[src/scp_map.svh]
// Notes on behaviour
// - Count up to terminal count, then wrap to zero, float
// - Step bit address on every valid clock rise
// - Chip enable high: standby, address held
// - Chip enable high keeps output floating
// - Reset input polarity set by programmed option
// - Reset active: address zero, output floating
// - Default polarity active high; low preferred
`ifndef SCP_MAP_SVH
`define SCP_MAP_SVH
`define SCP_ADDR_W      20
`define SCP_DEPTH       1048576
`define SCP_RST_ACT_HI  1'h1
`define SCP_ADDR_ZERO   20'h00000
`define SCP_ADDR_ONE    20'h00001
`define SCP_T_CYC_NS    100
`define SCP_CLK_NS      8
`define SCP_SKID_DEPTH  2
`endif

[src/scp_pkg.sv]
`default_nettype none
package scp_pkg;
	typedef enum logic [1:0] {
		SCP_ST_RESET   = 2'b00,
		SCP_ST_READ    = 2'b01,
		SCP_ST_DONE    = 2'b10,
		SCP_ST_STANDBY = 2'b11
	} scp_state_t;
endpackage
`default_nettype wire

[src/scp_skid.sv]
`default_nettype none
module scp_skid #(
	parameter int W = 1
) (
	input  wire logic         clk_i,
	input  wire logic         rst_i,
	input  wire logic         flush_i,
	input  wire logic         in_valid_i,
	output logic              in_ready_o,
	input  wire logic [W-1:0] in_data_i,
	output logic              out_valid_o,
	input  wire logic         out_ready_i,
	output logic      [W-1:0] out_data_o
);
	if (W < 1) begin
		$error("scp_skid: width below one");
	end
	// Two entries: a stalled receiver loses no word
	logic [W-1:0] mem_reg [2];
	logic [W-1:0] mem_next [2];
	logic [1:0]   cnt_reg, cnt_next;
	logic         push, pop;

	assign in_ready_o  = (cnt_reg != 2'h2);
	assign out_valid_o = (cnt_reg != 2'h0);
	assign out_data_o  = mem_reg[0];
	assign push        = in_valid_i && in_ready_o;
	assign pop         = out_valid_o && out_ready_i;

	always_comb begin
		mem_next = mem_reg;
		cnt_next = cnt_reg;
		if (pop) begin
			mem_next[0] = mem_reg[1];
		end
		if (push) begin
			if (cnt_reg == 2'h0 || (cnt_reg == 2'h1 && pop)) begin
				mem_next[0] = in_data_i;
			end else begin
				mem_next[1] = in_data_i;
			end
		end
		cnt_next = 2'(cnt_reg + {1'b0, push} - {1'b0, pop});
		if (flush_i) begin
			cnt_next = 2'h0;
		end
	end

	always_ff @(posedge clk_i) begin
		if (rst_i) begin
			cnt_reg    <= 2'h0;
			mem_reg[0] <= '0;
			mem_reg[1] <= '0;
		end else begin
			cnt_reg <= cnt_next;
			mem_reg <= mem_next;
		end
	end

	a_skid_no_over: assert property (@(posedge clk_i) disable iff (rst_i)
		cnt_reg <= 2'h2) else $error("skid count overflow");
	a_skid_full_stall: assert property (@(posedge clk_i) disable iff (rst_i)
		(cnt_reg == 2'h2) |-> !in_ready_o) else $error("skid accepts when full");
	a_skid_hold_word: assert property (@(posedge clk_i) disable iff (rst_i)
		(out_valid_o && !out_ready_i && !flush_i) |=> out_valid_o && $stable(out_data_o))
		else $error("skid lost a stalled word");
endmodule
`default_nettype wire

[src/scp_readout.sv]
`include "scp_map.svh"
`default_nettype none
module scp_readout #(
	parameter int          ADDR_W     = `SCP_ADDR_W,
	parameter int          DEPTH      = `SCP_DEPTH,
	parameter logic        RST_ACT_HI = `SCP_RST_ACT_HI,
	parameter logic [ADDR_W-1:0] TERMINAL_COUNT = ADDR_W'(DEPTH - 1)
) (
	input  wire logic              CLK_SYS_I,
	input  wire logic              RST_I,
	input  wire logic              CONFIG_CLOCK_OUT_I,
	input  wire logic              RESET_OE_I,
	input  wire logic              CE_I,
	output logic                   DATA_O,
	output logic                   DATA_OE_O,
	output logic                   STANDBY_O,
	output logic                   REDUCED_O,
	output logic [ADDR_W-1:0]      ROM_ADDR_O,
	input  wire logic              ROM_DATA_I,
	output logic                   ROM_REQ_O,
	input  wire logic              ROM_ACK_I
);
	// ---------------------------------------------
	// Checks
	// ---------------------------------------------
	if (ADDR_W < 2 || ADDR_W > 31 || DEPTH < 2 || DEPTH > (1 << ADDR_W)) begin
		$error("scp_readout: unsupported geometry");
	end
	localparam logic [ADDR_W-1:0] ADDR_ZERO = ADDR_W'(`SCP_ADDR_ZERO);

	// ---------------------------------------------
	// Pin synchronisers
	// ---------------------------------------------
	logic [1:0] clk_sync_reg, rst_sync_reg, ce_sync_reg;
	logic       clk_prev_reg;
	always_ff @(posedge CLK_SYS_I) begin
		if (RST_I) begin
			clk_sync_reg <= 2'h0;
			rst_sync_reg <= {2{RST_ACT_HI}}; // Held in reset until the pin is seen
			ce_sync_reg  <= 2'h3;
			clk_prev_reg <= 1'b0;
		end else begin
			clk_sync_reg <= {clk_sync_reg[0], CONFIG_CLOCK_OUT_I};
			rst_sync_reg <= {rst_sync_reg[0], RESET_OE_I};
			ce_sync_reg  <= {ce_sync_reg[0], CE_I};
			clk_prev_reg <= clk_sync_reg[1];
		end
	end

	logic rise, rst_act, ce_high;
	assign rise    = clk_sync_reg[1] && !clk_prev_reg;
	assign rst_act = (rst_sync_reg[1] == RST_ACT_HI);
	assign ce_high = ce_sync_reg[1];

	// ---------------------------------------------
	// Address counter and state
	// ---------------------------------------------
	scp_pkg::scp_state_t state_reg, state_next;
	logic [ADDR_W-1:0]   addr_reg, addr_next;
	logic                past_tc_reg, past_tc_next;
	logic                fetch, buf_ready, buf_valid, buf_data;

	always_comb begin
		state_next   = state_reg;
		addr_next    = addr_reg;
		past_tc_next = past_tc_reg;
		if (rst_act) begin
			state_next   = ce_high ? scp_pkg::SCP_ST_STANDBY
			                       : scp_pkg::SCP_ST_RESET;
			addr_next    = ADDR_ZERO;
			past_tc_next = 1'b0;
		end else if (ce_high) begin
			state_next = scp_pkg::SCP_ST_STANDBY;
		end else begin
			case (state_reg)
				scp_pkg::SCP_ST_RESET,
				scp_pkg::SCP_ST_STANDBY: begin
					state_next = past_tc_reg ? scp_pkg::SCP_ST_DONE
					                         : scp_pkg::SCP_ST_READ;
				end
				scp_pkg::SCP_ST_READ: begin
					if (rise && buf_ready) begin
						if (addr_reg == TERMINAL_COUNT) begin
							addr_next    = ADDR_ZERO;
							past_tc_next = 1'b1;
							state_next   = scp_pkg::SCP_ST_DONE;
						end else begin
							addr_next = ADDR_W'(addr_reg + `SCP_ADDR_ONE);
						end
					end
				end
				scp_pkg::SCP_ST_DONE: begin
					state_next = scp_pkg::SCP_ST_DONE;
				end
				default: begin
					state_next = scp_pkg::SCP_ST_RESET;
				end
			endcase
		end
	end

	always_ff @(posedge CLK_SYS_I) begin
		if (RST_I) begin
			state_reg   <= scp_pkg::SCP_ST_RESET;
			addr_reg    <= ADDR_ZERO;
			past_tc_reg <= 1'b0;
		end else begin
			state_reg   <= state_next;
			addr_reg    <= addr_next;
			past_tc_reg <= past_tc_next;
		end
	end

	// ---------------------------------------------
	// Memory fetch into skid buffer
	// ---------------------------------------------
	// Store answers with ack; one request per address, sent again after standby or reset stops the fetch
	logic req_reg, req_next;
	logic [ADDR_W-1:0] fetched_reg, fetched_next;
	logic have_reg, have_next;
	assign fetch = (state_reg == scp_pkg::SCP_ST_READ) && !rst_act && !ce_high;

	always_comb begin
		req_next     = req_reg;
		fetched_next = fetched_reg;
		have_next    = have_reg;
		if (!fetch || fetched_reg != addr_reg) begin
			have_next = 1'b0;
		end
		if (fetch && !have_reg && !req_reg) begin
			req_next     = 1'b1;
			fetched_next = addr_reg;
		end else if (req_reg && ROM_ACK_I) begin
			req_next  = 1'b0;
			have_next = (fetched_reg == addr_reg) && fetch;
		end
	end

	always_ff @(posedge CLK_SYS_I) begin
		if (RST_I) begin
			req_reg     <= 1'b0;
			fetched_reg <= ADDR_ZERO;
			have_reg    <= 1'b0;
		end else begin
			req_reg     <= req_next;
			fetched_reg <= fetched_next;
			have_reg    <= have_next;
		end
	end

	assign ROM_REQ_O  = req_reg;
	assign ROM_ADDR_O = fetched_reg;

	scp_skid #(
		.W(1)
	) u_skid (
		.clk_i      (CLK_SYS_I),
		.rst_i      (RST_I),
		.flush_i    (!fetch),
		.in_valid_i (req_reg && ROM_ACK_I && fetch && fetched_reg == addr_reg),
		.in_ready_o (buf_ready),
		.in_data_i  (ROM_DATA_I),
		.out_valid_o(buf_valid),
		.out_ready_i(rise),
		.out_data_o (buf_data)
	);

	// ---------------------------------------------
	// Output pin
	// ---------------------------------------------
	logic data_reg, data_next, oe_reg, oe_next;
	always_comb begin
		data_next = data_reg;
		oe_next   = 1'b0;
		if (fetch) begin
			oe_next = 1'b1;
			if (buf_valid) begin
				data_next = buf_data;
			end
		end
	end

	always_ff @(posedge CLK_SYS_I) begin
		if (RST_I) begin
			data_reg <= 1'b0;
			oe_reg   <= 1'b0;
		end else begin
			data_reg <= data_next;
			oe_reg   <= oe_next;
		end
	end

	assign DATA_O    = data_reg;
	assign DATA_OE_O = oe_reg;
	assign STANDBY_O = (state_reg == scp_pkg::SCP_ST_STANDBY);
	assign REDUCED_O = past_tc_reg;

	// ---------------------------------------------
	// Assertions
	// ---------------------------------------------
	a_reset_zero: assert property (@(posedge CLK_SYS_I) disable iff (RST_I)
		rst_act |=> (addr_reg == `SCP_ADDR_ZERO) && !past_tc_reg)
		else $error("address not zero under reset");
	a_reset_float: assert property (@(posedge CLK_SYS_I) disable iff (RST_I)
		rst_act |=> !DATA_OE_O) else $error("output driven under reset");
	a_ce_float: assert property (@(posedge CLK_SYS_I) disable iff (RST_I)
		ce_high |=> !DATA_OE_O) else $error("output driven with chip enable high");
	a_standby_hold: assert property (@(posedge CLK_SYS_I) disable iff (RST_I)
		(ce_high && !rst_act) |=> $stable(addr_reg)) else $error("address moved in standby");
	a_step_one: assert property (@(posedge CLK_SYS_I) disable iff (RST_I)
		(state_reg == scp_pkg::SCP_ST_READ && fetch && rise && buf_ready
		 && addr_reg != TERMINAL_COUNT) |=> addr_reg == $past(addr_reg) + 1'b1)
		else $error("address did not step by one");
	a_tc_wrap: assert property (@(posedge CLK_SYS_I) disable iff (RST_I)
		(state_reg == scp_pkg::SCP_ST_READ && fetch && rise && buf_ready
		 && addr_reg == TERMINAL_COUNT) |=> addr_reg == `SCP_ADDR_ZERO && past_tc_reg)
		else $error("terminal count did not wrap");
	a_past_tc_float: assert property (@(posedge CLK_SYS_I) disable iff (RST_I)
		past_tc_reg |=> !DATA_OE_O) else $error("output driven past terminal count");
	a_pol_select: assert property (@(posedge CLK_SYS_I) disable iff (RST_I)
		(rst_sync_reg[1] == RST_ACT_HI) |=> ##1 !DATA_OE_O)
		else $error("polarity ignored");

	c_readout: cover property (@(posedge CLK_SYS_I) fetch && rise && buf_valid);
	c_standby: cover property (@(posedge CLK_SYS_I) STANDBY_O);
	c_wrap:    cover property (@(posedge CLK_SYS_I) $rose(past_tc_reg));
endmodule
`default_nettype wire

[config.mk]
export PLATFORM = sky130hd
export DESIGN_NAME = scp_readout
export DESIGN_NICKNAME = d
export VERILOG_FILES = /design/src/scp_pkg.sv /design/src/scp_skid.sv /design/src/scp_readout.sv
export VERILOG_INCLUDE_DIRS = /design/src
export SDC_FILE = /design/constraint.sdc
export NUM_CORES = 1
export LEC_CHECK = 0
export BUFFER_PORTS_ARGS = -buffer_cell sky130_fd_sc_hd__clkbuf_2
export CORE_MARGIN = 2
export CORE_UTILIZATION = 36
export DETAILED_ROUTE_END_ITERATION = 8
export PLACE_DENSITY = 0.66
export SYNTH_ARGS = -nofsm -noshare
export SYNTH_HDL_FRONTEND = slang
export SYNTH_SLANG_ARGS = --single-unit
[constraint.sdc]
create_clock -name CLK_SYS_I -period 3.8 [get_ports CLK_SYS_I]
set_input_delay 0.19 -clock CLK_SYS_I [delete_from_list [all_inputs] [get_ports CLK_SYS_I]]
set_output_delay 0.19 -clock CLK_SYS_I [all_outputs]
set_load 0.01 [all_outputs]
== Word-level counts from Yosys, hierarchy flattened ==
Cells that the tools add are included.

* Bitwise gates (word level): 3
* Reductions and logical operators: 33
* Add/subtract/negate cells: 3
* Equality and inequality tests: 10
* Mux-type cells: 18

{| class="wikitable"
|+ Operators with widths
! operator !! count
|-
| 20-bit by 1-bit adder with 20-bit output (second input constant) || 1
|-
| 20-bit == test || 1
|-
| 20-bit == test (second input constant) || 1
|-
| 20-bit two-way mux || 1
|-
| 20-bit != test || 1
|-
| 2-bit two-way mux || 7
|-
| 1-bit logical AND || 13
|-
| 1-bit two-way mux || 9
|-
| 4-bit != test (second input constant) || 2
|-
| 1-bit logical NOT || 6
|-
| 2-bit case mux with 3 select lines || 1
|-
| 2-bit AND reduction || 3
|-
| 2-bit OR reduction || 3
|-
| 2-bit by 1-bit == test with 1-bit output (second input constant) || 2
|-
| 2-bit == test (second input constant) || 2
|-
| 2-bit logical NOT || 2
|-
| 4-bit AND reduction || 1
|-
| 2-bit nonzero test || 2
|-
| 1-bit NOT || 3
|-
| 3-bit AND reduction || 1
|-
| 2-bit by 1-bit adder with 2-bit output || 1
|-
| 1-bit logical OR || 2
|-
| 2-bit != test (second input constant) || 1
|-
| 2-bit by 1-bit subtractor with 2-bit output || 1
|}

* Output and inout port bits: 25
* Input bits: 7
* Word-level logic and storage cells: 82
* Register bits after elaboration: 58

== Longest topological paths before layout ==
* Depth after elaboration: 8
* Depth in mapped cells: 8
* Depth with buffers taken out: 7

== Cells and area by module ==
A second synthesis with hierarchy kept.

* Cells, all modules: 333
* Area total of the unflattened synthesis: 2916.5 µm²

{| class="wikitable"
|+ By module, submodules not included
! module !! seq. area each (µm²) !! area each (µm²) !! cells an instance !! instances
|-
| scp_readout || 1081.0 || 2661.3 || 304 || 1
|-
| scp_skid || 80.1 || 255.2 || 29 || 1
|}

== Worst setup path before layout ==
Ideal clock, no wire load.

* Path kind: flip-flop to flip-flop
* Start: reg addr_reg[0]
* End: reg state_reg[0]
* Setup slack: 2227 ps
* Buffers on the path: 0
* Required time: 3672 ps
* Library setup time: 128 ps
* Period minus slack after synthesis: 1573 ps
* Stages on the path, launching flop included: 7
* Arrival: 1446 ps
* Path through: dfxtp_1 ha_1 and3_1 nor3b_1 a31oi_1 mux2i_1 nor2_1

* Word-level cells in the longest chain between the ends: 3

{| class="wikitable"
|+ Ends and longest elaborated chain
! item !! RTL line !! RTL
|-
| from (decl) || scp_readout.sv:59 || <nowiki>logic [ADDR_W-1:0] addr_reg, addr_next;</nowiki>
|-
| from (signal assigned) || scp_readout.sv:109 || <nowiki>addr_reg <= addr_next;</nowiki>
|-
| 20-bit == test || scp_readout.sv:83 || <nowiki>if (addr_reg == TERMINAL_COUNT) begin</nowiki>
|-
| 4-bit != test (no source line) || - ||
|-
| 2-bit AND reduction (no source line) || - ||
|-
| to (signal assigned) || scp_readout.sv:104 || <nowiki>state_reg <= scp_pkg::SCP_ST_RESET;</nowiki>
|-
| to (signal assigned) || scp_readout.sv:108 || <nowiki>state_reg <= state_next;</nowiki>
|-
| to (decl) || scp_readout.sv:58 || <nowiki>scp_pkg::scp_state_t state_reg, state_next;</nowiki>
|}

Every way passes these cells.
A chain may end at the register's enable or synchronous reset.

== Worst setup path after layout ==
* Start: reg addr_reg[0]
* End: reg state_reg[1]

Same word-level chain as after synthesis.

==> metrics.cfg <==
[layout]
n_antenna_cell = 0
final_cells = 452
syn_to_final_growth_pct = 15.5
drive_gt1_frac = 0.178
finish.net_count = 359

[logic_synthesis]
synth.avg_cell_area_sq_um = 8.40
ys_seq_area_frac = 0.431
syn_nets = 332
synth_most_common_cell = dfxtp_1
syn_area_sq_um = 2700
syn_inst = 321
synth_common_cells = 58 x dfxtp_1, 52 x nand2_1, 29 x a21oi_1, 28 x nor2_1, 23 x xnor2_1
synth_area_leaders = dfxtp_1 43%, xnor2_1 7.5%, nand2_1 7.2%
yosys_warnings = 0
synth_top_area_frac = 0.431
synth_cell_type_count = 38
synth_top_area_cell = dfxtp_1
ys_ff_latch = 58
synthArstFlopShare = 0
synth_edf_count = 0
synth_ff_type = dfxtp_1

[setup_path]
crit_chain = ha_1 > and3_1 > nor3b_1 > a31oi_1 > nor3_1 > a211oi_1
critPathLaunchType = flip-flop
worstPathRequired_ns = 3.99
critPathTopFamily = simple AND/OR/NAND/NOR gates
reg2regPathDepth = 6
cp_max_fo = 6
critical_path_class = reg2reg
crit_slowest_cell = dfxtp_1
cp.buffers_inverters = 0
cp.depth = 6
critPathArrivalTime_ns = 2.18
endpoint_kind = flip-flop
slowest_delay_ns = 0.42

[sta]
worstMarginPinSlew_ns = 0.741
whs_ns = 0.0297
fmax_mhz = 501
final.setup_skew_ns = 0.0139
slew_viol_final = 0
finalSetupTns_ns = 0
setup_violations = 0
fin_crit_ns = 2.00
finalCritPeriodShare = 0.525
hold_viol = 0
slew-limit-headroom = 0.506
rsz0062_at_grt = false

[worst_hold_path]
holdPathStages = 2
hold_path_class = in2reg

[global_route]
grt_pass1_vias = 2148
grt.total_usage = 0.160
overflow = 0
grt_pass1_wl_um = 10500
grt_max_degree = 38
grt_antenna_before_repair = 0

[cts]
cts.clk_slew.worst_paths_ns = 0.06
cts_buffer_depth = 2
cts_tree = done
postCtsHoldBufs = 0
cts_made_buffers = 9
cts.sinks = 58
post_cts_resize_count = 0
cts_root_buf = clkbuf_8
post-cts-setup-buffers = 0
worstSkewPairLatency_ns = 0.35
htree_levels = 3

[routing]
wl_um = 6030
dr.first_iter.drc_count = 151
ant_nets = 0
route.detailed.drc = 0
wl_per_cell_um = 13.3
vias_per_cell = 4.98
drt-pass1-iter-count = 5
num_vias = 2251

[die]
rows = 31
start_util = 0.372
pin_count = 32
die_h_um = 90.5
die_w_um = 90.5
dieArea_sq_um = 8200
core_area_sq_um = 7250

[place]
dp_hpwl_um = 4280
place.port_buffers = 31
dp.cells = 436
gp_congestion = 0.818

[power_and_ir_drop]
vdd.ir_drop.worst_uv = 267
p_per_area_nw_per_um2 = 386
leakage_nw = 1.11
p_total_mw = 1.20

[run_status]
status = finished clean

[job]
drv_cap = 0

==> metal layers <==
metal | wire length, um | GRT usage
met5 | 0 | 0
met4 | 63 | 0.0577
met3 | 357 | 0.0509
met2 | 2890 | 0.252
met1 | 2720 | 0.206
==> path summary, 6_finish.rpt <==
kind | endpoint | from | slack (ns)
worst max register to register | state_reg[1] | addr_reg[0] | 1.80
worst min-delay path | ce_sync_reg[0] | CE_I | 0.03
worst min register to register | ce_sync_reg[1] | ce_sync_reg[0] | 0.41
worst max-delay path | state_reg[1] | addr_reg[0] | 1.80
==> where the power goes <==
part | total, mW | switching (mW) | internal, mW
Clock | 0.563 | 0.245 | 0.318
Sequential | 0.615 | 0.00246 | 0.613
Combinational | 0.0247 | 0.0155 | 0.00924
==> per-stage QoR <==
step | setup WS (ns) | util | instance area, sq um
after floorplan | 2.23 | - | 2700
after global routing | 1.62 | 0.430 | 3120
after CTS | 1.80 | 0.430 | 3120
after global placement | 1.82 | 0.403 | 2920
after detailed placement | 1.83 | 0.403 | 2920
final | 1.80 | 0.430 | 3120
==> cell families (layout without fill, tap and decap cells) <==
logic type / count (synthesis) / count (layout) / synth area share
fa+ha+maj: 4 / 4 / 0.0186
mux: 5 / 5 / 0.0186
compound gates: 39 / 39 / 0.0793
buf+inv: 24 / 56 / 0.0376
simple gates: 155 / 155 / 0.298
xor+xnor: 36 / 36 / 0.117
flops: 58 / 58 / 0.431
==> cell usage in the layout (no fill, tap or decap), drive strengths merged, types with 7 or more instances in the layout <==
cell type,count
xnor2,23
dfxtp,58
nor2,29
nor3,9
nor2b,7
clkbuf,42
inv,7
nand4,17
a21oi,29
nand3,12
xor2,13
nand2,52
==> area by class of cell <==
cell class / count / area (sq um)
Fill cell: 744 / 4140
Clock buffer: 11 / 141
Tap cell: 99 / 124
Clock inverter: 5 / 53.8
Sequential cell: 58 / 1160
Inverter: 7 / 26.3
Timing Repair Buffer: 33 / 170
Multi-Input combinational cell: 239 / 1440
(Power assumes the default switching activity.)
